$ cat config.mk
export PLATFORM = sky130hd
export DESIGN_NAME = ces_sequencer
export DESIGN_NICKNAME = d
export VERILOG_FILES = /design/src/design/ces_pkg.sv /design/src/design/ces_addr_check.sv /design/src/design/ces_sequencer.sv
export SDC_FILE = /design/constraint.sdc
export NUM_CORES = 1
export LEC_CHECK = 0
export BUFFER_PORTS_ARGS = -buffer_cell sky130_fd_sc_hd__clkbuf_2
export CAP_MARGIN = 20
export CELL_PAD_IN_SITES_DETAIL_PLACEMENT = 0
export CELL_PAD_IN_SITES_GLOBAL_PLACEMENT = 1
export CORE_MARGIN = 8
export CORE_UTILIZATION = 38
export DETAILED_ROUTE_END_ITERATION = 10
export PLACE_DENSITY_LB_ADDON = 0.2
export SKIP_LAST_GASP = 1
export SYNTH_ARGS = -nofsm -noshare
export SYNTH_HDL_FRONTEND = slang
export SYNTH_HIERARCHICAL = 1
export SYNTH_SLANG_ARGS = --single-unit
$ cat constraint.sdc
create_clock -name mclk -period 2.89 [get_ports mclk]
set_input_delay 0.289 -clock mclk [delete_from_list [all_inputs] [get_ports mclk]]
set_output_delay 0.289 -clock mclk [all_outputs]
set_load 0.01 [all_outputs]
$ cat src/design/ces_pkg.sv
// Shared constants and types of the exception sequencer.
package ces_pkg;
  localparam logic [3:0] RA_VBR = 4'h0;
  localparam logic [3:0] RA_CCR = 4'h1;
  localparam logic [3:0] RA_EXR = 4'h2;
  localparam logic [3:0] RA_MODE = 4'h3;
  localparam logic [3:0] RA_HALTA = 4'h4;
  localparam logic [3:0] RA_HALTB = 4'h5;
  localparam logic [3:0] RA_XFER = 4'h6;
  localparam logic [3:0] RA_STAT = 4'h7;
  localparam logic [31:0] VBR_RST = 32'h0000_0000;
  localparam logic [15:0] HALTA_RST = 16'h0fff;
  localparam logic [15:0] HALTB_RST = 16'hffff;
  localparam int EXR_T = 7;
  localparam int CCR_I = 7;
  localparam int XFER_ERR = 7;
  localparam logic [2:0] MASK_MAX = 3'h7;
  localparam logic [1:0] MODE0 = 2'h0;
  localparam logic [1:0] MODE2 = 2'h2;
  localparam logic [31:0] VO_RESET = 32'h0000_0000;
  localparam logic [31:0] VO_TRACE = 32'h0000_0014;
  localparam logic [31:0] VO_ADDR_ERR = 32'h0000_0030;
  localparam logic [31:0] STK_PC_OFS = 32'h0000_0004;
  localparam logic [31:0] STK_SR_OFS = 32'h0000_0008;
  localparam logic [23:0] PERIPH_LO = 24'hff_0000;
  localparam logic [23:0] PERIPH_HI = 24'hff_ffff;
  localparam logic [23:0] EXT_LO = 24'h40_0000;
  localparam logic [23:0] EXT_HI = 24'hef_ffff;
  localparam logic [23:0] PROHIB_LO = 24'hf0_0000;
  localparam logic [23:0] PROHIB_HI = 24'hfe_ffff;
  localparam int N_EXT = 12;
  localparam int N_WDT = 1;
  localparam int N_ADC = 1;
  localparam int N_PTU = 26;
  localparam int N_TMR = 12;
  localparam int N_SER = 16;
  localparam int N_PERIPH = N_WDT + N_ADC + N_PTU + N_TMR + N_SER;
  typedef enum logic [1:0] {
    CES_FETCH = 2'h0,
    CES_STACK = 2'h1,
    CES_DATA = 2'h2
  } ces_kind_t;
  typedef struct packed {
    logic valid;
    ces_kind_t kind;
    logic [23:0] addr;
  } ces_cycle_t;
  typedef struct packed {
    logic done;
    logic return_from_exception;
    logic [31:0] next_pc;
  } ces_retire_t;
  typedef enum logic [2:0] {
    ST_INIT = 3'b000,
    ST_VFETCH = 3'b001,
    ST_FIRST = 3'b011,
    ST_RUN = 3'b010,
    ST_STK_PC = 3'b110,
    ST_STK_SR = 3'b111,
    ST_EVEC = 3'b101
  } ces_state_t;
endpackage : ces_pkg

$ cat src/design/ces_addr_check.sv
// Address error classifier for one bus master.
`timescale 1ns/1ps
`default_nettype none
module ces_addr_check
  import ces_pkg::*;
(
  // Cycle under test.
  input wire ces_cycle_t cyc,
  input wire logic single_chip,
  input wire logic is_cpu,
  // Verdict.
  output logic err
);
  logic in_per;
  logic in_ext;
  logic in_pro;

  always_comb begin
    in_per = (cyc.addr >= PERIPH_LO) && (cyc.addr <= PERIPH_HI);
    in_ext = single_chip && (cyc.addr >= EXT_LO) && (cyc.addr <= EXT_HI);
    in_pro = (cyc.addr >= PROHIB_LO) && (cyc.addr <= PROHIB_HI);
    err = 1'b0;
    if (cyc.valid) begin
      case (cyc.kind)
        CES_FETCH: err = is_cpu && (cyc.addr[0] || in_per || in_ext || in_pro);
        CES_STACK: err = is_cpu && cyc.addr[0];
        CES_DATA: err = in_ext || in_pro;
        default: err = 1'b0;
      endcase
    end
  end
endmodule : ces_addr_check
`default_nettype wire

$ cat src/design/ces_sequencer.sv
// Exception sequencer: reset, trace and address error handling.
//
// Chosen here: the address-and-strobe port and the address map.
`timescale 1ns/1ps
`default_nettype none
module ces_sequencer
  import ces_pkg::*;
(
  // Clock, reset and enable.
  input wire logic mclk,
  input wire logic nrst,
  input wire logic ce,
  // Register port.
  input wire logic [3:0] reg_addr,
  input wire logic [31:0] reg_wdata,
  input wire logic reg_wr,
  input wire logic reg_rd,
  output logic [31:0] reg_rdata,
  // Pipeline and bus masters.
  input wire ces_retire_t retire,
  input wire logic [7:0] rte_ccr,
  input wire logic [7:0] rte_exr,
  input wire logic [31:0] stack_ptr,
  input wire ces_cycle_t cpu_cyc,
  input wire ces_cycle_t xfer_cyc,
  input wire logic single_chip,
  output logic pc_load,
  output logic [31:0] pc_value,
  output logic sp_load,
  output logic [31:0] sp_value,
  // Vector table and stack memory.
  output logic mem_req,
  output logic mem_we,
  output logic [31:0] mem_addr,
  output logic [31:0] mem_wdata,
  input wire logic [31:0] mem_rdata,
  input wire logic mem_ack,
  // Interrupt sources.
  input wire logic nmi,
  input wire logic [N_EXT-1:0] ext_int_lines,
  input wire logic [N_PERIPH-1:0] periph_int,
  output logic int_allow,
  output logic int_pending,
  // Peripheral access gate.
  input wire logic [4:0] pa_sel,
  input wire logic pa_b,
  input wire logic pa_req,
  output logic pa_grant,
  // Status seen by the core.
  output logic [7:0] cond_code_reg,
  output logic [7:0] extended_ctrl_reg,
  output logic [15:0] module_halt_ctrl_a,
  output logic [15:0] module_halt_ctrl_b,
  output logic xfer_halt
);
  ces_state_t state;
  ces_state_t next_state;
  logic [31:0] vector_base_reg;
  logic [31:0] next_vbr;
  logic [7:0] next_ccr;
  logic [7:0] next_exr;
  logic [1:0] mode;
  logic [1:0] next_mode;
  logic [15:0] next_halt_a;
  logic [15:0] next_halt_b;
  logic [7:0] transfer_ctrl_reg;
  logic [7:0] next_xfer;
  logic ae_pend;
  logic next_ae_pend;
  logic [31:0] next_rdata;
  logic next_pc_load;
  logic [31:0] next_pc_value;
  logic next_sp_load;
  logic [31:0] next_sp_value;
  logic next_mem_req;
  logic next_mem_we;
  logic [31:0] next_mem_addr;
  logic [31:0] next_mem_wdata;
  logic next_int_allow;
  logic next_int_pending;
  logic next_pa_grant;
  logic [31:0] save_pc;
  logic [31:0] next_save_pc;
  logic [15:0] save_sr;
  logic [15:0] next_save_sr;
  logic [31:0] vec_addr;
  logic [31:0] next_vec_addr;
  logic cpu_err;
  logic xfer_err;
  logic any_err;
  logic do_trace;
  logic mem_done;
  logic [15:0] halt_sel;

  ces_addr_check u_cpu_chk (
    .cyc(cpu_cyc),
    .single_chip(single_chip),
    .is_cpu(1'b1),
    .err(cpu_err)
  );

  ces_addr_check u_xfer_chk (
    .cyc(xfer_cyc),
    .single_chip(single_chip),
    .is_cpu(1'b0),
    .err(xfer_err)
  );

  always_comb begin
    any_err = cpu_err || xfer_err;
    mem_done = mem_req && mem_ack;
    halt_sel = pa_b ? module_halt_ctrl_b : module_halt_ctrl_a;
    // The return instruction itself restores the flag, so it must not trap.
    do_trace = retire.done && !retire.return_from_exception && (mode == MODE2) &&
               extended_ctrl_reg[EXR_T];
  end

  always_comb begin
    next_state = state;
    next_vbr = vector_base_reg;
    next_ccr = cond_code_reg;
    next_exr = extended_ctrl_reg;
    next_mode = mode;
    next_halt_a = module_halt_ctrl_a;
    next_halt_b = module_halt_ctrl_b;
    next_xfer = transfer_ctrl_reg;
    next_ae_pend = ae_pend;
    next_rdata = reg_rdata;
    next_pc_load = 1'b0;
    next_pc_value = pc_value;
    next_sp_load = 1'b0;
    next_sp_value = sp_value;
    next_mem_req = mem_req;
    next_mem_we = mem_we;
    next_mem_addr = mem_addr;
    next_mem_wdata = mem_wdata;
    next_int_allow = int_allow;
    next_save_pc = save_pc;
    next_save_sr = save_sr;
    next_vec_addr = vec_addr;
    next_pa_grant = pa_req && !halt_sel[pa_sel[3:0]] && !pa_sel[4];
    next_int_pending = int_allow && (nmi || (|ext_int_lines) || (|periph_int));

    if (reg_rd) begin
      case (reg_addr)
        RA_VBR: next_rdata = vector_base_reg;
        RA_CCR: next_rdata = {24'h00_0000, cond_code_reg};
        RA_EXR: next_rdata = {24'h00_0000, extended_ctrl_reg};
        RA_MODE: next_rdata = {30'h0000_0000, mode};
        RA_HALTA: next_rdata = {16'h0000, module_halt_ctrl_a};
        RA_HALTB: next_rdata = {16'h0000, module_halt_ctrl_b};
        RA_XFER: next_rdata = {24'h00_0000, transfer_ctrl_reg};
        RA_STAT: next_rdata = {27'h000_0000, int_allow, ae_pend, state};
        default: next_rdata = 32'h0000_0000;
      endcase
    end

    if (reg_wr) begin
      case (reg_addr)
        RA_VBR: next_vbr = reg_wdata;
        RA_CCR: next_ccr = reg_wdata[7:0];
        RA_EXR: next_exr = reg_wdata[7:0];
        RA_MODE: begin
          // Only the two supported modes are stored; other codes are dropped.
          if (reg_wdata[1:0] == MODE0 || reg_wdata[1:0] == MODE2) begin
            next_mode = reg_wdata[1:0];
          end
        end
        RA_HALTA: next_halt_a = reg_wdata[15:0];
        RA_HALTB: next_halt_b = reg_wdata[15:0];
        RA_XFER: next_xfer = reg_wdata[7:0];
        default: next_xfer = next_xfer;
      endcase
    end

    if (retire.done && retire.return_from_exception) begin
      next_ccr = rte_ccr;
      next_exr = rte_exr;
    end

    // Errors latch as pending only in ST_RUN or ST_FIRST; faults in other states, stacking included, only set the transfer error bit.
    if (any_err && (state == ST_RUN || state == ST_FIRST)) begin
      next_ae_pend = 1'b1;
    end
    if (any_err) begin
      next_xfer[XFER_ERR] = 1'b1;
    end

    case (state)
      ST_INIT: begin
        next_vbr = VBR_RST;
        next_exr[EXR_T] = 1'b0;
        next_exr[2:0] = MASK_MAX;
        next_ccr[CCR_I] = 1'b1;
        next_mode = MODE0;
        next_halt_a = HALTA_RST;
        next_halt_b = HALTB_RST;
        next_int_allow = 1'b0;
        next_mem_req = 1'b1;
        next_mem_we = 1'b0;
        next_mem_addr = VO_RESET;
        next_state = ST_VFETCH;
      end
      ST_VFETCH: begin
        if (mem_done) begin
          next_mem_req = 1'b0;
          next_pc_load = 1'b1;
          next_pc_value = mem_rdata;
          next_state = ST_FIRST;
        end
      end
      ST_FIRST: begin
        // The first instruction is expected to set the stack pointer.
        next_int_allow = 1'b0;
        if (retire.done) begin
          next_int_allow = 1'b1;
          next_state = ST_RUN;
        end
      end
      ST_RUN: begin
        if (retire.done && (next_ae_pend || do_trace)) begin
          next_save_pc = retire.next_pc;
          next_save_sr = {cond_code_reg, extended_ctrl_reg};
          next_ccr[CCR_I] = 1'b1;
          if (mode == MODE2) begin
            next_exr[EXR_T] = 1'b0;
          end
          if (next_ae_pend) begin
            next_ae_pend = 1'b0;
            if (mode == MODE2) begin
              next_exr[2:0] = MASK_MAX;
            end
            next_vec_addr = VO_ADDR_ERR;
          end else begin
            next_vec_addr = vector_base_reg + VO_TRACE;
          end
          // Odd stack pointers are not caught here; stacked values are then garbage.
          next_mem_req = 1'b1;
          next_mem_we = 1'b1;
          next_mem_addr = stack_ptr - STK_PC_OFS;
          next_mem_wdata = retire.next_pc;
          next_int_allow = 1'b0;
          next_state = ST_STK_PC;
        end
      end
      ST_STK_PC: begin
        if (mem_done) begin
          next_mem_addr = stack_ptr - STK_SR_OFS;
          next_mem_wdata = {16'h0000, save_sr};
          next_state = ST_STK_SR;
        end
      end
      ST_STK_SR: begin
        if (mem_done) begin
          next_mem_we = 1'b0;
          next_mem_addr = vec_addr;
          next_state = ST_EVEC;
        end
      end
      ST_EVEC: begin
        if (mem_done) begin
          next_mem_req = 1'b0;
          next_pc_load = 1'b1;
          next_pc_value = mem_rdata;
          next_sp_load = 1'b1;
          next_sp_value = stack_ptr - STK_SR_OFS;
          // Handlers, trace ones included, may take interrupts again.
          next_int_allow = 1'b1;
          next_state = ST_RUN;
        end
      end
      default: begin
        next_state = ST_INIT;
        next_mem_req = 1'b0;
      end
    endcase
  end

  always_ff @(posedge mclk or negedge nrst) begin
    if (!nrst) begin
      state <= ST_INIT;
      vector_base_reg <= VBR_RST;
      cond_code_reg <= 8'h80;
      extended_ctrl_reg <= 8'h07;
      mode <= MODE0;
      module_halt_ctrl_a <= HALTA_RST;
      module_halt_ctrl_b <= HALTB_RST;
      transfer_ctrl_reg <= 8'h00;
      ae_pend <= 1'b0;
      reg_rdata <= 32'h0000_0000;
      pc_load <= 1'b0;
      pc_value <= 32'h0000_0000;
      sp_load <= 1'b0;
      sp_value <= 32'h0000_0000;
      mem_req <= 1'b0;
      mem_we <= 1'b0;
      mem_addr <= 32'h0000_0000;
      mem_wdata <= 32'h0000_0000;
      int_allow <= 1'b0;
      int_pending <= 1'b0;
      pa_grant <= 1'b0;
      save_pc <= 32'h0000_0000;
      save_sr <= 16'h0000;
      vec_addr <= 32'h0000_0000;
      xfer_halt <= 1'b0;
    end else if (ce) begin
      state <= next_state;
      vector_base_reg <= next_vbr;
      cond_code_reg <= next_ccr;
      extended_ctrl_reg <= next_exr;
      mode <= next_mode;
      module_halt_ctrl_a <= next_halt_a;
      module_halt_ctrl_b <= next_halt_b;
      transfer_ctrl_reg <= next_xfer;
      ae_pend <= next_ae_pend;
      reg_rdata <= next_rdata;
      pc_load <= next_pc_load;
      pc_value <= next_pc_value;
      sp_load <= next_sp_load;
      sp_value <= next_sp_value;
      mem_req <= next_mem_req;
      mem_we <= next_mem_we;
      mem_addr <= next_mem_addr;
      mem_wdata <= next_mem_wdata;
      int_allow <= next_int_allow;
      int_pending <= next_int_pending;
      pa_grant <= next_pa_grant;
      save_pc <= next_save_pc;
      save_sr <= next_save_sr;
      vec_addr <= next_vec_addr;
      xfer_halt <= next_xfer[XFER_ERR];
    end
  end
endmodule : ces_sequencer
`default_nettype wire

==> impl_results.md, run 1 <==
* Status: completed
* Number of library cell types mapped by synthesis at 72
* Pint at 10.5 mW
* Setup TNS at 0 ps
* Worst slew pin tran at 803 ps
* Clock share of power at 0.304
* Yosys top cell by area: dfrtp_1
* Peak VDD IR at 0.603 mV
* FFs w/ async S/R, synth at 1.00
* Placed Cells at 2,418
* Fmax at 0.432 GHz
* HPWL after DPL at 41,000 µm
* Final worst setup slack at 573 ps
* Endpoints failing setup at 0
* EDFF count, synth at 0
* P_leak at 9.37 nW
* CTS Buf Count at 37
* RSZ-0062 raised after global routing: false
* Complex-gate fraction of the synthesized area at 0.173
* Die area at 45,600 µm²
* 1st-iter DRT viols at 934
* Final Slew Violations at 0
* Starting density of the core at 0.385
* Ports at 503
* Logic pwr share at 0.272
* # clock sinks at 309
* DRC Markers at 0
* Cell Chain, Critical Path: buf_4, nor2_1, o21ai_0, nand3b_1, or2_2, buf_4, a22o_1
* Cell Rows at 72
* GRT Util Overall at 0.232
* Non-Filler Instances at 2,561
* Setup Crit Path Kind: register to register
* Grt total ovfl at 0
* Seq cells post-synth at 309
* First-pass GRT wire length at 82,500 µm
* Crit path capture type: register
* Crit path DAT at 2730 ps
* Vias in the first global route at 13,900
* H-tree Lvls at 2
* Main combinational cell family by area after synthesis: compound AO/OA/AOI/OAI gates
* Die X at 214 µm
* PD cells at 792 nW/µm²
* CP Data Required Time at 3300 ps
* Synthesized netlist net count at 1,756
* Area of the core at 38,600 µm²
* HP Class: primary input to register
* Initial antenna violation count at 0
* Clock root cell: clkbuf_16
* Minimum clock period at 2320 ps
* IO Port Bufs at 472
* Placement Setup Slack at 180 ps
* Critical Path Fanout Max at 39
* Final period util at 0.802
* Switching Share at 0.335
* Switching power total at 5.31 mW
* Hold_ws at 35.3 ps
* Wire per inst at 21.1 µm
* Fraction of synthesized area in multiplexers at 0.0675
* Mean post-synth cell area at 10.1 µm²
* Worst-path clk slew at 60 ps
* Placer Congestion at 0.899
* Slew Limit Headroom at 0.463
* FF-to-FF path depth at 7
* Fin. Hold Viols at 0
* Nets@finish at 2,303
* Die extent in y at 214 µm
* Clk Latency, worst-skew pair at 540 ps
* Clk buf depth at 3
* Synth Area in XOR/XNOR at 0.0472
* Post-synthesis adder-cell area fraction at 0.00253
* Final Skew at 16.7 ps
* # Post-CTS Setup Buffers at 0
* Total wire length at 54,100 µm
* Seq/Total Area, Yosys at 0.524
* Post-DRT Antenna Nets at 0
* Maxcap violations at 0
* Hold Path Depth at 3
* Vias at 13,500
* Cell mode on critical path: buf_4
* Pin count of the biggest net entering global routing at 90
* Via density at 5.26
* Synthesized area at 14,800 µm²
* Share of layout cells above drive strength 1 at 0.343
* Crit path launch type: register
* Max incr delay on CP at 500 ps
* Top_reg_cell synth: dfrtp_1
* Crit-path slowest cell: dfrtp_1
* Dominant cells by area after synthesis: dfrtp_1, nand2_1, dfstp_2, o21ai_0, a22o_1
* Drt pass-1 iters at 4
* Post-synth top area share at 0.467
* Area grow syn2layout at 34.7%
* Ys Warns at 6
* Area share of and/or/nand/nor cells after synthesis at 0.157
* CTS tree: yes
* Register share of total power at 0.425
* Syn Inst Count at 1,466
cell usage in the layout (no fill, tap or decap), types with 5 or more instances in the layout:
master         count
mux2i_1           28
dlygate4sd3_1     74
nand3_1           33
dfstp_2           32
nor3_1            29
nor3b_1            9
clkbuf_8           5
xnor2_1           39
and2_1             6
nand2b_1           9
o22a_1            34
or3_1              8
and3_1            10
clkinv_2           5
nand2_1          232
mux4_2             8
nand4_1           18
a22o_1            66
o21ai_0          148
a22oi_1           27
xor2_1            41
buf_4             52
or4_1              9
or2_2              5
dfrtp_1          277
a21oi_1           48
nor2b_1            8
mux2_2            48
o22ai_1           11
inv_1             12
clkbuf_1           7
nor4_1            28
nor2_1            70
clkbuf_2         471
clkbuf_16         39
metal layers:
layer | GRT usage | wire [µm] | vias to the layer above
met5 | 0 | 0 | -
met3 | 0.0536 | 3740 | 81
met4 | 0.0622 | 1170 | 0
li1 | - | - | 6411
met2 | 0.360 | 24600 | 445
met1 | 0.324 | 24700 | 6526
per-stage QoR:
stage	area, µm²	total power [mW]	util
after floorplan	14800	8.73	-
after global placement	18000	10.9	0.466
after detailed placement	18000	11.0	0.466
after CTS	20000	16.0	0.518
after global routing	20000	16.7	0.518
final	20000	15.8	0.518
cell families after synthesis:
family,count (synthesis)
AND/OR/NAND/NOR,495
AO/OA/AOI/OAI,386
flip-flops,309
buffers and inverters,107
multiplexers,84
XOR/XNOR,80
adder cells (fa/ha/maj),3
other,2
power groups by stage:
stage                     sequential (mW)  combinational [mW]  clock (mW)
after floorplan                      6.87                1.86           0
after global placement               6.73                4.21           0
after detailed placement             6.77                4.26           0
after CTS                            6.70                4.36        4.93
after global routing                 6.88                4.73        5.11
final                                6.73                4.30        4.81
final timing paths:
| kind | slack [ps] | start | end |
|---|---|---|---|
| max | 570 | state[2] | mem_wdata[21] |
| min | 40 | pa_sel[3] | pa_grant |
| max reg2reg | 570 | state[2] | mem_wdata[21] |
| min reg2reg | 480 | mem_wdata[14] | mem_wdata[14] |
| max in group asynchronous | 1720 | nrst | vector_base_reg[19] |
| min in group asynchronous | 290 | nrst | mem_wdata[17] |
final cells by class:
| type | count | area (µm²) |
|---|---|---|
| inverters | 14 | 52.6 |
| diodes | 1 | 2.50 |
| repair buffers | 601 | 3560 |
| fillers | 3718 | 18600 |
| clock buffers | 51 | 1070 |
| flip-flops and latches | 309 | 7770 |
| multi-input cells | 1050 | 6680 |
| well taps | 518 | 648 |
| clock inverters | 17 | 188 |
critical path, delay by kind of cell, from the launching register on:
kind	cells	cell delay [ps]
flops	1	500
simple gates	3	790
buf+inv	2	470
compound gates	2	410
cells in the mapped netlist (all sizes together), types with 5 or more instances:
master and instances:
a21oi 48, a22o 66, a22oi 27, and2 7
and3 10, buf 10, clkbuf 83, dfrtp 277
dfstp 32, inv 13, mux2 48, mux2i 28
mux4 8, nand2 234, nand2b 9, nand3 33
nand4 18, nor2 72, nor2b 8, nor3 29
nor3b 9, nor4 29, o21ai 154, o22a 34
o22ai 11, or2 5, or3 10, or4 12
xnor2 39, xor2 41
repair_timing:
action	CTS	global route
hold endpoints to repair	131	0
resized for setup	0	0
hold buffers	74	0
Note: power is estimated with default switching activity, not from simulation.
==> inputs of run 2 (changes only) <==
- CORE_UTILIZATION: 38 -> 34
- clock period: 2.89 -> 2 ns (I/O delays scaled with it)
==> impl_results.md, run 2 (same netlist as run 1, synthesis figures left out) <==
* Maxcap violations at 0
* Worst-path clk slew at 60 ps
* Initial antenna violation count at 1
* RSZ-0062 raised after global routing: false
* R2R Setup Slk at 70 ps
* Crit path capture type: register
* CTS tree: yes
* Worst Hold Launch: rte_exr[6]
* Crit path launch type: register
* Hold Path End: extended_ctrl_reg[6]
* Total wire length at 57,200 µm
* Top sig layer: met4
* Nets@finish at 2,474
* IO Port Bufs at 472
* CP Data Required Time at 2410 ps
* Via density at 5.02
* CTS Buf Count at 37
* Final Slew Violations at 0
* P_leak at 10.2 nW
* FF-to-FF End: mem_addr[31]
* Crit path DAT at 2340 ps
* Share of layout cells above drive strength 1 at 0.382
* Drt pass-1 iters at 5
* Fin. Hold Viols at 0
* HP Class: primary input to register
* Status: completed
* Commonest non-fill, non-tap cell in the layout: clkbuf_2
* Met3 WL at 3470 µm
* Total power draw at 23.4 mW
* Placer Congestion at 0.902
* GRT Util Overall at 0.223
* Grt total ovfl at 0
* Wl on met1 at 25,400 µm
* Fin area at 21,600 µm²
* PD cells at 1080 nW/µm²
* Clk Latency, worst-skew pair at 540 ps
* DRC Markers at 0
* Pin count of the biggest net entering global routing at 79
* Die X at 225 µm
* Ports at 503
* Vias in the first global route at 14,800
* 1st-iter DRT viols at 890
* Non-Filler Instances at 2,794
* Starting density of the core at 0.344
* Cell Rows at 76
* Clk buf depth at 3
* Final Skew at 19.3 ps
* FF-to-FF Start: state[1]
* Setup Crit Path Kind: register to register
* Hold_ws at 26.2 ps
* FILL cells at 4,109
* H-tree Lvls at 2
* Fmax at 0.518 GHz
* First-pass GRT wire length at 89,000 µm
* Critical Path Fanout Max at 13
* Die area at 50,600 µm²
* Placed Cells at 2,623
* Peak VDD IR at 0.791 mV
* Minimum clock period at 1930 ps
* Hold Path Depth at 3
* HPWL after DPL at 44,300 µm
* Endpoints failing setup at 0
* Area of the core at 43,100 µm²
* Final period util at 0.965
* Die extent in y at 225 µm
* Met2 wire length at 26,700 µm
* Commonest cells after routing, fill and taps aside: clkbuf_2, dfrtp_1, nand2_1, buf_4, o21ai_0
* Clock root cell: clkbuf_16
* Vias at 14,000
* Area grow syn2layout at 45.8%
* Post-DRT Antenna Nets at 0
* Slew Limit Headroom at 0.598
* Wire per inst at 20.5 µm
* FF-to-FF path depth at 7
* Worst slew pin tran at 596 ps
* # clock sinks at 309
* Area post-placement at 19,300 µm²
## run 2: cell count changes in the layout (fill, tap and decap cells not counted), sizes merged
cell | before | now
clkinvlp | 1 | 0
dlygate4sd3 | 74 | 105
inv | 17 | 13
buf | 56 | 196
clkinv | 10 | 2
clkbuf | 522 | 530
## run 2: layout make-up
cell class,instances,area [µm²],share of cell area
Tap cell,585,732,0.0338
Antenna cell,1,2.50,0.000116
Multi-Input combinational cell,1050,6780,0.313
Inverter,14,52.6,0.00243
Clock inverter,4,95.1,0.00440
Sequential cell,309,7770,0.359
Timing Repair Buffer,772,5110,0.236
Clock buffer,59,1090,0.0504
## run 2: critical path, cell delays in order (launching register included)
cell and delay, ps:
dfrtp_1 420, or3b_4 410, o21a_1 230, nand3b_1 130, buf_6 180, buf_4 170, a21oi_1 50, a22o_1 210
## run 2: per-layer routing
metal / vias up / track usage
met2: 431 / 0.357
met3: 95 / 0.0440
li1: 6744 / -
met5: - / 0
met4: 0 / 0.0715
met1: 6754 / 0.301
## run 2: report_power, final
part	total (mW)	internal [mW]	switching (mW)
Clock	6.69	4.10	2.60
Combinational	7.13	3.43	3.71
Sequential	9.57	8.13	1.44
Total	23.4	15.7	7.74
## run 2: how the worst max path moves through the flow
| stage | start | to | slack [ps] | cells past startpoint |
|---|---|---|---|---|
| global placement | stack_ptr[25] | mem_addr[26] | -440 | 7 |
| global route | state[2] | mem_addr[31] | 2 | 8 |
| CTS | state[0] | mem_addr[30] | -20 | 7 |
| floorplan | stack_ptr[17] | mem_addr[26] | -350 | 8 |
| detailed placement | stack_ptr[25] | mem_addr[26] | -440 | 7 |
| finish | state[1] | mem_addr[31] | 70 | 7 |
## run 2: metrics by stage
| step | util | TNS (ps) | setup slack, ps |
|---|---|---|---|
| 3_3_place_gp | 0.449 | -26220 | -438 |
| 2_1_floorplan | - | -5300 | -355 |
| 3_5_place_dp | 0.449 | -27710 | -438 |
| 5_1_grt | 0.502 | 0 | 1.82 |
| 6_report | 0.502 | 0 | 70.2 |
| 4_1_cts | 0.501 | -16.8 | -16.8 |
## run 2: repair_timing
action / CTS / global route
setup buffers: 0 / 3
hold buffers: 105 / 0
pin swaps: 0 / 7
setup endpoints to repair: 3 / 41
endpoints found under the hold margin: 319 / 0
gates resized for setup: 2 / 10
